## src/verilog/serial_port_params.svh

```systemverilog
// constants of the dual mode serial port
`ifndef SERIAL_PORT_PARAMS_SVH
`define SERIAL_PORT_PARAMS_SVH
// ---------------------------------------------
// register offsets
// ---------------------------------------------
`define OFS_ASYNC_CFG   16'hFF70
`define OFS_RX_ERR      16'hFF71
`define OFS_SYNC_CTL    16'hFF72
`define OFS_PRESCALE    16'hFF73
`define OFS_SHIFT_DATA  16'hFF74
`define OFS_SYNC_STAT   16'hFF75
// ---------------------------------------------
// field positions, masks, limits and reset values
// ---------------------------------------------
`define BIT_TX_EN       7
`define BIT_RX_EN       6
`define BIT_PAR_HI      5
`define BIT_PAR_LO      4
`define BIT_CHAR_LEN    3
`define BIT_STOP_LEN    2
`define BIT_SYNC_EN     7
`define BIT_FIRST_BIT   2
`define BIT_CLK_SRC     1
`define SYNC_CTL_MASK   8'h86
`define ASYNC_CFG_MASK  8'hFC
`define PRESCALE_MASK   8'hF0
`define REG_RESET       8'h00
`define PRESCALE_MAX    4'h7
`define BITS_PER_XFER   4'h8
`endif

```

## src/verilog/serial_port_pkg.sv

```systemverilog
// types of the dual mode serial port
package serial_port_pkg;
  typedef enum logic [1:0] {
    PAR_NONE,
    PAR_ZERO,
    PAR_ODD,
    PAR_EVEN
  } parity_mode_t;
  typedef enum logic [1:0] {
    SX_IDLE,
    SX_LOW,
    SX_HIGH
  } sync_state_t;
endpackage

```

## src/verilog/prescale_div.sv

```systemverilog
// prescaler: one cycle enable at fx/2^(n+1)
`timescale 1ns/1ps
module prescale_div
  import serial_port_pkg::*;
#(
  parameter int W = 9
) (
  // clock and reset
  input  wire logic       i_clk,
  input  wire logic       i_rst_n,
  // control
  input  wire logic       i_run,
  input  wire logic [3:0] i_sel,
  // enable
  output logic            o_tick
);
  typedef struct packed {
    logic [W-1:0] cnt;
    logic         tick;
  } div_t;
  div_t st_r;
  div_t st_nxt;
  logic [W-1:0] last;
  always_comb begin
    // half period of serial clock is 2^(n+1) cycles
    last = W'((1 << (4'(i_sel[2:0]) + 4'd1)) - 1);
    st_nxt = st_r;
    st_nxt.tick = 1'b0;
    if (!i_run) begin
      st_nxt.cnt = '0;
    end else if (st_r.cnt >= last) begin
      st_nxt.cnt = '0;
      st_nxt.tick = 1'b1;
    end else begin
      st_nxt.cnt = st_r.cnt + W'(1);
    end
  end
  always_ff @(posedge i_clk) begin
    if (!i_rst_n) begin
      st_r <= '0;
    end else begin
      st_r <= st_nxt;
    end
  end
  assign o_tick = st_r.tick;
endmodule

```

## src/verilog/dual_mode_serial_port.sv

```systemverilog
// serial unit: register port, 3-wire engine, async config and rx status
`timescale 1ns/1ps
`include "serial_port_params.svh"
module dual_mode_serial_port
  import serial_port_pkg::*;
(
  // clock and reset
  input  wire logic        i_clk,
  input  wire logic        i_rst_n,
  // register port
  input  wire logic [15:0] i_addr,
  input  wire logic [7:0]  i_wdata,
  input  wire logic        i_wr,
  input  wire logic        i_rd,
  output logic [7:0]       o_rdata,
  // async receiver results
  input  wire logic        i_rx_frame_done,
  input  wire logic [7:0]  i_rx_frame_data,
  input  wire logic        i_rx_parity_bit,
  input  wire logic        i_rx_framing_err,
  input  wire logic        i_rx_frame_past_stop,
  // async config outputs
  output logic             o_tx_enable,
  output logic             o_rx_enable,
  output logic [1:0]       o_parity_mode,
  output logic             o_char_8bit,
  output logic             o_two_stop,
  output logic [7:0]       o_tx_data,
  output logic             o_tx_load,
  // events
  output logic             o_rx_done_irq,
  output logic             o_sync_done_irq,
  // serial pins
  input  wire logic        i_sck,
  output logic             o_sck,
  output logic             o_sck_oe,
  output logic             o_so,
  input  wire logic        i_si
);
  // ---------------------------------------------
  // state
  // ---------------------------------------------
  typedef struct packed {
    logic [7:0]  async_cfg;
    logic [7:0]  sync_ctl;
    logic [7:0]  prescale;
    logic [7:0]  shift;
    logic [7:0]  rx_buf;
    logic [2:0]  rx_err;
    logic        overrun_armed;
    logic [7:0]  rdata;
    sync_state_t sx;
    logic [3:0]  bitcnt;
    logic        so;
    logic        sck;
    logic        sck_oe;
    logic        sin_s0;
    logic        sin_s1;
    logic        sin_prev;
    logic        sample;
    logic        sync_irq;
    logic        rx_irq;
    logic        tx_load;
  } port_t;
  port_t st_r;
  port_t st_nxt;
  logic  tick;
  logic  run_int;
  logic  int_clk;
  logic  msb_first;
  logic  ext_fall;
  logic  ext_rise;
  logic  fall_ev;
  logic  rise_ev;
  logic  data_wr;
  logic  rx_read;
  logic  par_err;
  logic [7:0] rx_in;
  // ---------------------------------------------
  // prescaler
  // ---------------------------------------------
  assign int_clk = st_r.sync_ctl[`BIT_CLK_SRC];
  assign run_int = int_clk && st_r.sx != SX_IDLE;
  prescale_div #(.W(9)) u_div (
    .i_clk   (i_clk),
    .i_rst_n (i_rst_n),
    .i_run   (run_int),
    .i_sel   (st_r.prescale[7:4]),
    .o_tick  (tick)
  );
  // ---------------------------------------------
  // decode
  // ---------------------------------------------
  assign msb_first = !st_r.sync_ctl[`BIT_FIRST_BIT];
  assign data_wr   = i_wr && i_addr == `OFS_SHIFT_DATA;
  assign rx_read   = i_rd && i_addr == `OFS_SHIFT_DATA;
  assign ext_fall  = st_r.sin_prev && !st_r.sin_s1;
  assign ext_rise  = !st_r.sin_prev && st_r.sin_s1;
  assign fall_ev   = int_clk ? (tick && st_r.sx == SX_HIGH) : ext_fall;
  assign rise_ev   = int_clk ? (tick && st_r.sx == SX_LOW) : ext_rise;
  always_comb begin
    rx_in = i_rx_frame_data;
    if (!st_r.async_cfg[`BIT_CHAR_LEN]) begin
      rx_in[7] = 1'b0;
    end
  end
  always_comb begin
    logic odd_cnt;
    odd_cnt = ^{i_rx_frame_data[6:0], i_rx_parity_bit}
              ^ (st_r.async_cfg[`BIT_CHAR_LEN] & i_rx_frame_data[7]);
    unique case (parity_mode_t'(st_r.async_cfg[5:4]))
      PAR_ODD:  par_err = !odd_cnt;
      PAR_EVEN: par_err = odd_cnt;
      PAR_NONE,
      PAR_ZERO: par_err = 1'b0;
    endcase
  end
  // ---------------------------------------------
  // next state
  // ---------------------------------------------
  always_comb begin
    st_nxt = st_r;
    st_nxt.sync_irq = 1'b0;
    st_nxt.rx_irq = 1'b0;
    st_nxt.tx_load = 1'b0;
    // external clock pin through two flops
    st_nxt.sin_s0 = i_sck;
    st_nxt.sin_s1 = st_r.sin_s0;
    st_nxt.sin_prev = st_r.sin_s1;
    // register writes
    if (i_wr) begin
      unique case (i_addr)
        `OFS_ASYNC_CFG: st_nxt.async_cfg = i_wdata & `ASYNC_CFG_MASK;
        `OFS_SYNC_CTL:  st_nxt.sync_ctl = i_wdata & `SYNC_CTL_MASK;
        `OFS_PRESCALE: begin
          st_nxt.prescale = i_wdata & `PRESCALE_MASK;
          if (i_wdata[7:4] > `PRESCALE_MAX) begin
            st_nxt.prescale[7:4] = `PRESCALE_MAX;
          end
        end
        default: ;
      endcase
    end
    // data write: load shift, start only if enabled and idle
    if (data_wr) begin
      st_nxt.shift = i_wdata;
      st_nxt.tx_load = 1'b1;
      if (st_r.sync_ctl[`BIT_SYNC_EN] && st_r.sx == SX_IDLE &&
          (int_clk || st_r.sin_s1)) begin
        st_nxt.sx = SX_HIGH;
        st_nxt.bitcnt = 4'h0;
        st_nxt.so = msb_first ? i_wdata[7] : i_wdata[0];
        st_nxt.sck_oe = int_clk;
      end
    end
    // 3-wire engine
    if (!st_r.sync_ctl[`BIT_SYNC_EN]) begin
      st_nxt.sx = SX_IDLE;
      st_nxt.sck = 1'b1;
      st_nxt.sck_oe = 1'b0;
    end else if (st_r.sx != SX_IDLE) begin
      if (fall_ev) begin
        st_nxt.sx = SX_LOW;
        st_nxt.sck = !int_clk;
        if (st_r.bitcnt != 4'h0) begin
          st_nxt.shift = msb_first ? {st_r.shift[6:0], st_r.sample}
                                   : {st_r.sample, st_r.shift[7:1]};
          st_nxt.so = msb_first ? st_r.shift[6] : st_r.shift[1];
        end
      end else if (rise_ev) begin
        st_nxt.sck = 1'b1;
        st_nxt.sample = i_si;
        st_nxt.bitcnt = st_r.bitcnt + 4'h1;
        if (st_r.bitcnt + 4'h1 == `BITS_PER_XFER) begin
          st_nxt.shift = msb_first ? {st_r.shift[6:0], i_si}
                                   : {i_si, st_r.shift[7:1]};
          st_nxt.sx = SX_IDLE;
          st_nxt.sync_irq = 1'b1;
          st_nxt.sck_oe = 1'b0;
        end else begin
          st_nxt.sx = SX_HIGH;
        end
      end
    end else begin
      st_nxt.sck = 1'b1;
    end
    // async rx status
    if (rx_read) begin
      st_nxt.rx_err = 3'h0;
      st_nxt.overrun_armed = 1'b0;
    end
    if (i_rx_frame_done) begin
      if (st_r.async_cfg[`BIT_RX_EN]) begin
        st_nxt.rx_buf = rx_in;
        st_nxt.rx_err = {par_err, i_rx_framing_err, st_r.overrun_armed};
        st_nxt.overrun_armed = 1'b1;
        st_nxt.rx_irq = 1'b1;
      end else if (i_rx_frame_past_stop) begin
        st_nxt.rx_buf = rx_in;
      end
    end
    // read data, one cycle after strobe
    st_nxt.rdata = 8'h00;
    if (i_rd) begin
      unique case (i_addr)
        `OFS_ASYNC_CFG:  st_nxt.rdata = st_r.async_cfg;
        `OFS_RX_ERR:     st_nxt.rdata = {5'h00, st_r.rx_err};
        `OFS_SYNC_CTL:   st_nxt.rdata = st_r.sync_ctl;
        `OFS_PRESCALE:   st_nxt.rdata = st_r.prescale;
        `OFS_SHIFT_DATA: st_nxt.rdata = st_r.sync_ctl[`BIT_SYNC_EN] ? st_r.shift
                                                                   : st_r.rx_buf;
        `OFS_SYNC_STAT:  st_nxt.rdata = {7'h00, st_r.sx != SX_IDLE};
        default:         st_nxt.rdata = 8'h00;
      endcase
    end
  end
  // ---------------------------------------------
  // registers
  // ---------------------------------------------
  always_ff @(posedge i_clk) begin
    if (!i_rst_n) begin
      st_r <= '0;
      st_r.sck <= 1'b1;
      st_r.so <= 1'b1;
      st_r.sin_s0 <= 1'b1;
      st_r.sin_s1 <= 1'b1;
      st_r.sin_prev <= 1'b1;
      st_r.sx <= SX_IDLE;
    end else begin
      st_r <= st_nxt;
    end
  end
  // ---------------------------------------------
  // outputs
  // ---------------------------------------------
  assign o_rdata         = st_r.rdata;
  assign o_tx_enable     = st_r.async_cfg[`BIT_TX_EN];
  assign o_rx_enable     = st_r.async_cfg[`BIT_RX_EN];
  assign o_parity_mode   = st_r.async_cfg[5:4];
  assign o_char_8bit     = st_r.async_cfg[`BIT_CHAR_LEN];
  assign o_two_stop      = st_r.async_cfg[`BIT_STOP_LEN];
  assign o_tx_data       = st_r.shift;
  assign o_tx_load       = st_r.tx_load;
  assign o_rx_done_irq   = st_r.rx_irq;
  assign o_sync_done_irq = st_r.sync_irq;
  assign o_sck           = st_r.sck;
  assign o_sck_oe        = st_r.sck_oe;
  assign o_so            = st_r.so;
endmodule

```

## config.mk

```make
export PLATFORM = sky130hd
export DESIGN_NAME = dual_mode_serial_port
export DESIGN_NICKNAME = d
export VERILOG_FILES = /design/src/verilog/serial_port_pkg.sv /design/src/verilog/prescale_div.sv /design/src/verilog/dual_mode_serial_port.sv
export VERILOG_INCLUDE_DIRS = /design/src /design/src/verilog
export SDC_FILE = /design/constraint.sdc
export NUM_CORES = 1
export LEC_CHECK = 0
export BUFFER_PORTS_ARGS = -buffer_cell sky130_fd_sc_hd__buf_4
export CAP_MARGIN = 20
export CORE_MARGIN = 2
export CORE_UTILIZATION = 44
export CTS_BUF_LIST = sky130_fd_sc_hd__clkbuf_8
export DETAILED_ROUTE_END_ITERATION = 10
export GPL_TIMING_DRIVEN = 0
export PLACE_DENSITY = 0.65
export REMOVE_ABC_BUFFERS = 1
export SYNTH_ARGS = -nofsm -noshare
export SYNTH_HDL_FRONTEND = slang
export SYNTH_HIERARCHICAL = 1
export SYNTH_SLANG_ARGS = --single-unit
```

## constraint.sdc

```tcl
create_clock -name i_clk -period 6.75 [get_ports i_clk]
set_input_delay 2.025 -clock i_clk [delete_from_list [all_inputs] [get_ports i_clk]]
set_output_delay 2.025 -clock i_clk [all_outputs]
set_load 0.01 [all_outputs]
```

; ---- Word level (Yosys, flattened, before mapping)
; Cells that the tools add are included.
[totals]
reg_bits = 67
input_bits = 42
output_inout_bits = 28
elab_cells = 127
[classes]
n_addsub = 4
magnitude_cmp = 2
eq_ne = 12
n_shift = 1
mux = 44
bitwise_logic = 8
reduce_logical = 34
[ops]
columns = op, count
row1 = "16-bit equality test, second input constant", 6
row2 = 8-bit two-way mux, 12
row3 = 8-bit one-hot mux with 6 select lines, 1
row4 = 7-bit two-way mux, 3
row5 = 4-bit two-way mux, 5
row6 = 1-bit two-way mux, 17
row7 = 2-bit AND reduction, 8
row8 = "9-bit by 1-bit adder with 9-bit output, second input constant", 1
row9 = 9-bit >= comparator, 1
row10 = 1-bit logical AND, 9
row11 = "1-bit by 4-bit << shifter with 9-bit output, first input constant", 1
row12 = "9-bit by 2-bit subtractor with 9-bit output, second input constant", 1
row13 = 8-bit parity, 1
row14 = "2-bit equality test, second input constant", 3
row15 = 2-bit two-way mux, 3
row16 = 6-bit two-way mux, 1
row17 = 1-bit NOT, 6
row18 = 2-bit nonzero test, 3
row19 = 5-bit two-way mux, 1
row20 = 5-bit OR reduction, 1
row21 = "3-bit by 1-bit adder with 4-bit output, second input constant", 1
row22 = "4-bit by 1-bit adder with 4-bit output, second input constant", 1
row23 = "2-bit by 1-bit equality test with 1-bit output, second input constant", 2
row24 = "4-bit equality test, second input constant", 1
row25 = 12 further kinds, 16

; ---- Depth between registers and ports, before layout
; Gate-level depths: netlist of the first run.
[depth]
word_depth = 9
mapped_depth = 10
mapped_depth_nobuf = 9

; ---- Cells and area by module
; Netlist of the first run, hierarchy kept.
[modules_own_cells]
columns = mod, n_inst, cells_each, area_per_inst_um2, seq_area_each_um2
row1 = dual_mode_serial_port, 1, 359, 3101.7, 1141.1
row2 = prescale_div, 1, 83, 739.5, 200.2

; ---- Worst setup path before layout of the first run
; No wires, ideal clock.
[synth_path]
kind = input to register
from = in i_addr[3]
to = reg st_r (netlist bit o_char_8bit)
arrival_ps = 3649
setup_slack_ps = 2973
cell_stages = 6
cell_sequence = or3b_1 > or4_1 > buf_2 > nor4_4 > mux2i_1 > nor2_1
[synth_via]
elab_chain_len = 2
[synth_rtl]
columns = element, line
row1 = start: declaration, dual_mode_serial_port.sv:11  ; input wire logic [15:0] i_addr,
row2 = 16-bit equality test, dual_mode_serial_port.sv:132  ; unique case (i_addr)
row3 = 2-bit AND reduction (no line), -
row4 = end signal: assignment, dual_mode_serial_port.sv:230  ; st_r <= st_nxt;
row5 = end: declaration, dual_mode_serial_port.sv:65  ; port_t st_r;
; No other way between the ends.
; A chain may end at the register's enable or synchronous reset.

; ---- Worst setup path after layout of the first run
[layout_path]
from = in i_addr[0]
to = reg st_r[12] (netlist name)
[layout_via]
elab_chain_len = 7
[layout_rtl]
columns = element, line
row1 = 16-bit equality test *, -
row2 = 1-bit logical AND (no line) *, -
row3 = 7-bit two-way mux *, dual_mode_serial_port.sv:145  ; if (data_wr) begin
row4 = 6-bit two-way mux, dual_mode_serial_port.sv:170  ; end else if (rise_ev) begin
row5 = 4-bit two-way mux, dual_mode_serial_port.sv:162  ; if (fall_ev) begin
row6 = 7-bit two-way mux, dual_mode_serial_port.sv:161  ; end else if (st_r.sx != SX_IDLE) begin
row7 = 5-bit two-way mux *, dual_mode_serial_port.sv:157  ; if (!st_r.sync_ctl[`BIT_SYNC_EN]) begin
; Every way passes the cells marked *; elsewhere a longest branch is shown, timed or not.

==> results of run 1 <==
-- cell families after synthesis --
logic type / share of synthesized area [%]
xor gates and xnor gates: 3.88
and+or+nand+nor: 22.8
buffers and inverters: 6.68
adders and majority gates: 4.56
muxes: 9.38
AOI/OAI and AO/OA: 17.7
DFF: 34.9
other: 0.0976
-- flip-flops by register name (all words and copies together) (netlist names) --
signal	flops
u_div/st_r	9
o_tx_data	8
o_sck_oe	1
o_sync_done_irq	1
st_nxt	2
o_rdata	8
o_rx_enable	1
o_parity_mode	2
o_rx_done_irq	1
o_so	1
int_clk	1
o_two_stop	1
o_tx_enable	1
o_tx_load	1
o_sck	1
st_r	26
o_char_8bit	1
u_div/o_tick	1
-- placed cells by master, fill, tap and decap left out, types with 13 or more instances in the layout --
master,netlist,final
xnor2_1,15,15
a21oi_1,18,18
ha_1,14,14
and3_1,13,13
buf_4,19,69
mux2i_1,27,27
nand2_1,31,31
nand3_1,13,13
dfxtp_1,67,67
nor2_1,45,45
-- power by group through the flow --
stage / logic, uW / clock network (uW) / registers [uW]
after floorplan: 25.5 / 0 / 408
after global placement: 59.4 / 0 / 408
after detailed placement: 60.6 / 0 / 408
after CTS: 60.7 / 365 / 399
after global routing: 65.8 / 385 / 399
final: 60.3 / 360 / 399
-- routing by layer --
| layer | up-vias | share of wire, % |
|---|---|---|
| met4 | 0 | 1.8 |
| met2 | 102 | 45 |
| met1 | 1544 | 48 |
| met3 | 13 | 5.8 |
| met5 | - | 0 |
| li1 | 1668 | - |
-- worst max-delay path, stage by stage --
cell and delay, ps:
buf_4 160, nand2b_1 210, nor3b_2 760, nand4_1 470
and2_1 340, o221a_2 220
-- final timing paths --
path,from,endpoint,slack [ps],cells after the start
setup / recovery,i_addr[0],st_r[12],2790,6
hold / removal,st_nxt[5],st_nxt[4],460,1
setup reg to reg,st_r[49],u_div/st_r[8],3920,9
hold reg to reg,st_nxt[5],st_nxt[4],460,1
-- per-stage QoR --
step                      hold slack [ps]  util, %  cell area, um^2  power (uW)  worst slack, ps
after floorplan                       386        -             3620         433             2530
after global placement                438     49.8             4280         468             1530
after detailed placement              438     50.0             4300         469             2450
after CTS                             464     52.5             4510         825             2790
after global routing                  487     52.5             4510         850             2650
final                                 457     52.5             4510         820             2790
-- cell type report --
class | instances | area [um^2]
Inverter | 9 | 33.8
Tap cell | 108 | 135
Clock buffer | 9 | 124
Multi-Input combinational cell | 327 | 2260
Sequential cell | 67 | 1340
Timing Repair Buffer | 70 | 529
Fill cell | 843 | 4080
Clock inverter | 7 | 85.1
==> key figures, run 1 <==
Clock tree
  • PostCTS Resize Cnt: 0
  • Clk_lat worst skew: 350 ps
  • H-tree levels: 3
  • CTS buffer count: 9
  • Sink Count: 67
  • Clock slew at reported path FFs: roughly 80 ps
  • Clock root buffer: clkbuf_8
  • # Post-CTS Setup Buffers: 0
  • CTS tree: built
  • Worst-case clock buffer depth: 2
  • Hold-fix buffers at CTS: 0

STA
  • Tcrit/Tclk final: 58.6%
  • Final setup violating endpoints: 0
  • Worst slew pin tran: 1010 ps
  • Tmin final: 3960 ps
  • Final Hold Fails: 0
  • Final Max Tran Viols: 0
  • Setup TNS: 0 ps
  • RSZ-0062 raised after global routing: false
  • Rel. slew slack: 31.9%
  • FMAX: around 0.25 GHz
  • Worst Clk Skew: between 8 and 9 ps

Floorplanning
  • Ports: 70
  • Row cnt: 34
  • Vert. Die Dim: about 100 um
  • Initial core utilization: ~45%
  • DIE AREA: 9490 um^2
  • Die Wd: between 90 and 100 um
  • Core box area: 8590 um^2

Power
  • Combinational fraction of design power: 7.4%
  • PD cells: around 180 nW/um^2
  • Leakage: 0.00175 uW
  • Switching Fraction: 23.1%
  • Pint: approximately 630 uW
  • Sw Pwr: 189 uW
  • Clock power share: a little over two fifths
  • Flop pwr share: between 40% and 50%
  • VDD IR max: 86.5 uV

Critical path
  • Arrival time worst endpoint: 4190 ps
  • Critical Path Sink Type: register
  • CP Class: in2reg
  • Worst EP required: 6990 ps
  • Critical Path Fanout Max: 18
  • Startpoint types: input pin

Finish
  • Final nets: 540
  • Share of layout cells above drive strength 1: 21.1%
  • Area growth, synth to finish: 17.4%
  • Count of non-filler cells in the finished layout: 597
  • # diodes: 0

Routing
  • Vias: 3327
  • Router iterations before antenna repair: 4
  • Post-DRT Antenna Nets: 0
  • Drc violations: 0
  • DR WL/cell: 15.6 um
  • Routed WL: 9290 um
  • DR iter-0 viols: ~150
  • Vias per std cell: 5.57

GRT
  • Vias in the first global route: 3295
  • Met1 GRT Util: ~28%
  • Gr usage total: 20.5%
  • Grt peak-use layer: met2
  • Met2 Use GR: 32.3%
  • Gr ovfl total: 0
  • GR Layer Usage met3: 4.46%
  • Initial antenna violation count: 0
  • Global-route wire length before repair: approximately 16000 um
  • Largest net degree at the start of global routing: 35

Synth
  • Most common cell in the netlist: dfxtp_1
  • Synthesized area per cell: 8.69 um^2
  • Post-synth top area cell: dfxtp_1
  • Mapped Area: about 3800 um^2
  • Most used DFF post-synth: dfxtp_1
  • #FFs+latches synth: 67
  • Post-synth top cells: dfxtp_1, nor2_1, nand2_1, mux2i_1, buf_4
  • Yosys warning count: 6
  • Post-synth EDFFs: 0
  • Post-Syn Instances: ~440
  • Unique masters post-synth: 59
  • Post-synth top area share: 34.9%
  • Top cells by area, synth: dfxtp_1, mux2i_1, ha_1, nor2_1, buf_4
  • Asr flop ratio synth: 0%
  • Seq/Total Area, Yosys: around a third

Placement
  • Final weighted congestion in routability-driven placement: 0.882
  • HPWL after detailed placement: 6830 um
  • Dpl cells: 581
  • Port Buf Inserts: 69

Flow run
  • Max-cap viol count: 0

Worst hold path
  • Worst hold path type: reg2reg

Outcome
  • Outcome: complete, no violations
Note: power is estimated with default switching activity, not from simulation.
==> run 2, diff against run 1 <==
ABC_AREA = 1   (was not set)
PLACE_DENSITY = 0.67   (was 0.65)
clock period = 3.53 ns   (was 6.75 ns; I/O delays follow)
==> key figures, run 2 <==
Outcome
  • Outcome: complete, no violations (unchanged)

GRT
  • Largest net degree at the start of global routing: 33 (was 35)
  • Initial antenna violation count: 0 (unchanged)
  • Vias in the first global route: 3766 (was 3295)
  • Global-route wire length before repair: 16800 um (was 16000 um)
  • Gr ovfl total: 0 (unchanged)
  • Gr usage total: 20.3% (was 20.5%)

Finish
  • Share of layout cells above drive strength 1: 19.1% (was 21.1%)
  • # diodes: 0 (unchanged)
  • Most frequent cells in the layout: nand2_1, inv_1, nor2_1, buf_4, dfxtp_1 (was buf_4, dfxtp_1, nor2_1, nand2_1, mux2i_1)
  • Commonest non-fill, non-tap cell in the layout: nand2_1 (was buf_4)
  • Area growth, synth to finish: 15.9% (was 17.4%)
  • Design area: 4840 um^2 (was 4510 um^2)
  • Final nets: 742 (was 540)
  • Top reg by flops: st_r (unchanged)
  • Count of non-filler cells in the finished layout: 819 (was 597)
  • Biggest regs: st_r (26), u_div/st_r (9) (unchanged)
  • Max reg flops: 26 (unchanged)

Critical path
  • Setup crit start: st_r[49] (was i_addr[0])
  • Startpoint types: register (was input pin)
  • Critical Path Sink Type: register (unchanged)
  • Critical Path Max Stage Delay: 440 ps (was 760 ps)
  • Cell family with most CP delay: simple AND/OR/NAND/NOR gates (unchanged)
  • CP Class: reg2reg (was in2reg)
  • Worst r2r src: st_r[49] (unchanged)
  • Arrival time worst endpoint: 2800 ps (was 4190 ps)
  • Crit path top cell by count: nand2_1
  • Worst EP required: 3810 ps (was 6990 ps)
  • Critical Path Fanout Max: 9 (was 18)
  • Slowest CP cell: dfxtp_1 (was nor3b_2)
  • Crit-path cells: or2_1 > or2_1 > ha_1 > inv_1 > a21oi_1 > o21ai_0 > nand2_1 > inv_1 > ha_1 > nand2_1 > nand2_1 > nand2_1 > nand2_1 > nor2_2 > nand3_4 > nor2_1 (was buf_4 > nand2b_1 > nor3b_2 > nand4_1 > and2_1 > o221a_2)
  • Worst path buffer plus inverter count: 2 (was 1)

Synth
  • Top cells by area, synth: dfxtp_1, nand2_1, inv_1, nor2_1, o21ai_0 (was dfxtp_1, mux2i_1, ha_1, nor2_1, buf_4)
  • Yosys warning count: 6 (unchanged)
  • Unique masters post-synth: 38 (was 59)
  • Post-synth top area share: 32.1% (was 34.9%)
  • Most used DFF post-synth: dfxtp_1 (unchanged)
  • Post-synth EDFFs: 0 (unchanged)
  • Seq/Total Area, Yosys: 32.1% (was 34.9%)
  • Post-synth top area cell: dfxtp_1 (unchanged)
  • #FFs+latches synth: 67 (unchanged)
  • Synthesized area per cell: 6.55 um^2 (was 8.69 um^2)
  • Most common cell in the netlist: nand2_1 (was dfxtp_1)
  • Post-synth top cells: nand2_1, inv_1, nor2_1, dfxtp_1, o21ai_0 (was dfxtp_1, nor2_1, nand2_1, mux2i_1, buf_4)
  • Asr flop ratio synth: 0% (unchanged)
  • Post-Syn Instances: 637 (was 442)
  • Mapped Area: 4170 um^2 (was 3840 um^2)

STA
  • Final Max Tran Viols: 0 (unchanged)
  • Worst Clk Skew: 5.02 ps (was 8.85 ps)
  • Rel. slew slack: 61.2% (was 31.9%)
  • Setup TNS: 0 ps (unchanged)
  • Tcrit/Tclk final: 71.6%
  • Worst slew pin tran: 579 ps (was 1010 ps)
  • Final Hold Fails: 0 (unchanged)
  • Final setup violating endpoints: 0 (unchanged)
  • FMAX: slightly below 0.4 GHz
  • RSZ-0062 raised after global routing: false (unchanged)
  • Tmin final: 2530 ps

Routing
  • Post-DRT Antenna Nets: 0 (unchanged)
  • Router iterations before antenna repair: 5 (was 4)
  • Drc violations: 0 (unchanged)
  • DR WL/cell: 12.4 um (was 15.6 um)
  • Routed WL: 10200 um (was 9290 um)
  • DR iter-0 viols: 223 (was 148)
  • Vias per std cell: 4.92 (was 5.57)
  • Vias: 4032 (was 3327)

Clock tree
  • Clk_lat worst skew: 340 ps (was 350 ps)
  • CTS buffer count: 9 (unchanged)
  • Hold-fix buffers at CTS: 0 (unchanged)
  • # Post-CTS Setup Buffers: 0 (unchanged)
  • Clock slew at reported path FFs: 70 ps (was 80 ps)
  • CTS tree: built (unchanged)
  • Clock root buffer: clkbuf_8 (unchanged)
  • PostCTS Resize Cnt: 0 (unchanged)
  • Sink Count: 67 (unchanged)
  • H-tree levels: 3 (unchanged)
  • Worst-case clock buffer depth: 2 (unchanged)

Floorplanning
  • Row cnt: 35 (was 34)
  • Vert. Die Dim: 101 um (was 97.4 um)
  • Initial core utilization: 45.2% (was 44.7%)
  • Ports: 70 (unchanged)
  • DIE AREA: 10300 um^2 (was 9490 um^2)
  • Core box area: 9240 um^2 (was 8590 um^2)
  • Die Wd: 101 um (was 97.4 um)

Power
  • Leakage: 0.00219 uW (was 0.00175 uW)
  • VDD IR max: 182 uV (was 86.5 uV)
  • PD cells: 317 nW/um^2 (was 182 nW/um^2)
  • Total power: 1530 uW (was 820 uW)

Placement
  • HPWL after detailed placement: 7820 um (was 6830 um)
  • Port Buf Inserts: 69 (unchanged)
  • Final weighted congestion in routability-driven placement: 0.895 (was 0.882)
  • Dpl cells: 804 (was 581)
  • DP Area: 4640 um^2 (was 4300 um^2)

Worst hold path
  • Min-delay src: st_nxt[5] (unchanged)
  • Worst hold path type: reg2reg (unchanged)

Flow run
  • Max-cap viol count: 0 (unchanged)
==> run 2: cell types whose count changed after synthesis, moves of 17 or more <==
cell | before | now
mux2i_1 | 27 | 1
inv_1 | 8 | 79
nand3_1 | 13 | 30
o21ai_0 | 11 | 44
nor2_1 | 45 | 71
nand2_1 | 31 | 174
a21oi_1 | 18 | 40
==> run 2: through the flow <==
step	setup slack (ps)	hold slack, ps	utilization (%)
after detailed placement	1040	400	50.2
after CTS	994	412	52.3
after floorplan	1330	393	-
after global placement	1030	400	50.2
after global routing	734	424	52.3
final	1000	411	52.3
==> run 2: layout make-up <==
class | instances | area (um^2)
clock buffers | 14 | 193
clock inverters | 1 | 5.00
fillers | 945 | 4400
inverters | 89 | 339
multi-input cells | 450 | 2280
flip-flops and latches | 67 | 1340
well taps | 129 | 161
repair buffers | 69 | 518
==> run 2: where the power goes <==
group          leakage, uW  total (uW)  internal [uW]  switching, uW
Combinational      0.00155         132           54.4           77.4
Clock             0.000105         637            347            290
Sequential        0.000542         766            763           3.54
==> run 2: cell families (layout without fill, tap and decap cells) <==
group	after synthesis	after routing	share of synthesized area, %
AND/OR/NAND/NOR	331	331	36.4
buffers and inverters	121	173	13.3
AO/OA/AOI/OAI	95	95	12.2
flip-flops	67	67	32.1
adder cells (fa/ha/maj)	14	14	4.20
XOR/XNOR	7	7	1.47
other	1	2	0.0898
multiplexers	1	1	0.240
==> run 2: metal layers <==
metal  vias up  GRT usage, %  wire (um)
li1       2086             -          -
met1      1811          25.7       4540
met2       121          34.7       4980
met3        14          2.90        466
met4         0          8.00        175
met5         -             0          0
==> run 2: final timing paths <==
check             slack, ps            end  cells after the start
hold reg to reg         410      st_nxt[4]                      1
setup / recovery       1000  u_div/st_r[5]                     16
hold / removal          410      st_nxt[4]                      1
setup reg to reg       1000  u_div/st_r[5]                     16
==> run 3, diff against run 2 <==
PLACE_DENSITY = not set   (was 0.67)
clock period = 2.4 ns   (was 3.53 ns; I/O delays follow)
==> key figures, run 3 (synthesized netlist as in run 2, its figures left out) <==
Worst hold path
  • Min-delay src: st_nxt[5] (unchanged)
  • Worst Hold Path Cells: 1 (unchanged)
  • Hold path endpoint: st_nxt[4] (unchanged)
  • Worst hold path type: reg2reg (unchanged)

Routing
  • Post-DRT Antenna Nets: 0 (unchanged)
  • Routed WL: 10500 um (was 10200 um)
  • Vias: 3991 (was 4032)
  • DR iter-0 viols: 155 (was 223)
  • Router iterations before antenna repair: 4 (was 5)
  • DR WL/cell: 12.7 um (was 12.4 um)
  • Vias per std cell: 4.84 (was 4.92)
  • Drc violations: 0 (unchanged)

GRT
  • Global-route wire length before repair: 17200 um (was 16800 um)
  • Initial antenna violation count: 0 (unchanged)
  • Vias in the first global route: 3751 (was 3766)
  • Gr ovfl total: 0 (unchanged)
  • Gr usage total: 21.2% (was 20.3%)
  • Largest net degree at the start of global routing: 33 (unchanged)

Floorplanning
  • Vert. Die Dim: 101 um (unchanged)
  • Initial core utilization: 45.2% (unchanged)
  • Die Wd: 101 um (unchanged)
  • Row cnt: 35 (unchanged)
  • Ports: 70 (unchanged)
  • DIE AREA: 10300 um^2 (unchanged)
  • Core box area: 9240 um^2 (unchanged)

STA
  • Worst Clk Skew: 14.2 ps (was 5.02 ps)
  • Final Max Tran Viols: 0 (unchanged)
  • Final Hold Fails: 0 (unchanged)
  • Final setup violating endpoints: 0 (unchanged)
  • Setup TNS: 0 ps (unchanged)
  • RSZ-0062 raised after global routing: true (was false)
  • Rel. slew slack: 61.3% (was 61.2%)
  • Tmin final: 2350 ps (was 2530 ps)
  • Tcrit/Tclk final: 97.7% (was 71.6%)
  • Worst slew pin tran: 577 ps (was 579 ps)
  • FMAX: 0.426 GHz (was 0.395 GHz)

Finish
  • Commonest non-fill, non-tap cell in the layout: nand2_1 (unchanged)
  • Final core occ: 53.3% (was 52.3%)
  • Share of layout cells above drive strength 1: 22.6% (was 19.1%)
  • Max reg flops: 26 (unchanged)
  • Area growth, synth to finish: 17.9% (was 15.9%)
  • # diodes: 0 (unchanged)
  • Final nets: 747 (was 742)
  • Design area: 4920 um^2 (was 4840 um^2)
  • Top reg by flops: st_r (unchanged)
  • Most frequent cells in the layout: nand2_1, inv_1, buf_4, nor2_1, dfxtp_1 (was nand2_1, inv_1, nor2_1, buf_4, dfxtp_1)
  • Biggest regs: st_r (26), u_div/st_r (9) (unchanged)

Critical path
  • CP Class: reg2reg (unchanged)
  • Critical Path Sink Type: register (unchanged)
  • Arrival time worst endpoint: 2630 ps (was 2800 ps)
  • Critical Path Fanout Max: 6 (was 9)
  • R2R cell count: 13 (was 16)
  • Startpoint types: register (unchanged)
  • Register-to-register setup slack: 50 ps (was 1000 ps)
  • Worst r2r src: st_r[48] (was st_r[49])
  • Worst EP required: 2680 ps (was 3810 ps)
  • Worst r2r dst: u_div/o_tick (was u_div/st_r[5])

Flow run
  • Max-cap viol count: 0 (unchanged)

Power
  • Total power: 2170 uW (was 1530 uW)
  • PD cells: 441 nW/um^2 (was 317 nW/um^2)
  • Leakage: 0.00221 uW (was 0.00219 uW)
  • VDD IR max: 283 uV (was 182 uV)

Placement
  • Port Buf Inserts: 69 (unchanged)
  • Final weighted congestion in routability-driven placement: 0.869 (was 0.895)
  • HPWL after detailed placement: 7900 um (was 7820 um)
  • DP Area: 4640 um^2 (unchanged)

Clock tree
  • H-tree levels: 3 (unchanged)
  • Clk_lat worst skew: 360 ps (was 340 ps)
  • Worst-case clock buffer depth: 2 (unchanged)
  • Hold-fix buffers at CTS: 0 (unchanged)
  • CTS tree: built (unchanged)
  • Sink Count: 67 (unchanged)
  • Clock root buffer: clkbuf_8 (unchanged)
  • CTS buffer count: 9 (unchanged)
  • Clock slew at reported path FFs: 80 ps (was 70 ps)

Outcome
  • Outcome: complete, no violations (unchanged)
[run 3: cell types whose count changed in the layout (fill, tap and decap cells not counted), moves of 3 or more]
cell      previous run  this run
nor2_2               8        11
nor2_1              71        67
nand2_1            174       171
inv_1               79        76
buf_4               69        73
clkbuf_8            14         9
dfxtp_1             67        64
inv_2                9        12
nand2_2              6         9
[run 3: timing repair]
action                                 in CTS  in global routing
setup endpoints to repair                   9                 10
pin swaps                                   2                  9
gates resized for setup                     4                 21
buffers inserted                            0                  4
endpoints found under the hold margin       0                  0
cloned                                      0                  1
[run 3: where the power goes]
| group | switching [uW] | leakage [uW] | internal, uW | total [uW] |
|---|---|---|---|---|
| clock network | 478 | 0.0000815 | 370 | 849 |
| logic | 114 | 0.00158 | 81.9 | 196 |
| registers | 5.29 | 0.000544 | 1120 | 1120 |
| total | 597 | 0.00221 | 1570 | 2170 |
[run 3: area by class of cell]
| type | instances | area (um^2) |
|---|---|---|
| clock buffers | 9 | 124 |
| clock inverters | 6 | 42.5 |
| fillers | 948 | 4320 |
| inverters | 89 | 339 |
| multi-input cells | 451 | 2360 |
| flip-flops and latches | 67 | 1350 |
| well taps | 129 | 161 |
| repair buffers | 73 | 548 |
[run 3: worst max-delay path by stage]
stage,from,endpoint,depth (start not counted)
detailed placement,st_r[49],u_div/st_r[5],16
floorplan,st_r[49],u_div/st_r[1],16
global placement,st_r[49],u_div/st_r[1],15
global route,st_r[48],u_div/o_tick,13
CTS,st_r[49],u_div/st_r[2],16
finish,st_r[48],u_div/o_tick,13
[run 3: worst max-delay path, cell delays in order (launching register included)]
cell,delay [ps]
dfxtp_4,370
or2_4,260
or2_4,240
ha_4,190
nor3_2,180
nor2_1,70
ha_1,290
nand2_1,60
inv_2,60
nand2_1,70
nor2_2,150
nor2_4,70
buf_4,130
a21oi_1,130
[run 3: through the flow]
step	instances	setup WS (ps)	hold slack [ps]
3_3_place_gp	804	-9.69	404
2_1_floorplan	606	201	393
3_5_place_dp	804	-87.0	410
5_1_grt	824	-39.1	439
6_report	824	54.5	425
4_1_cts	819	15.1	426
[run 3: per-layer routing]
metal  wire (um)  vias to the layer above  global-route usage, %
li1            -                     2106                      -
met1        4790                     1778                   26.3
met2        4980                       86                   36.8
met3         431                       21                   3.17
met4         264                        0                   8.84
met5           0                        -                      0
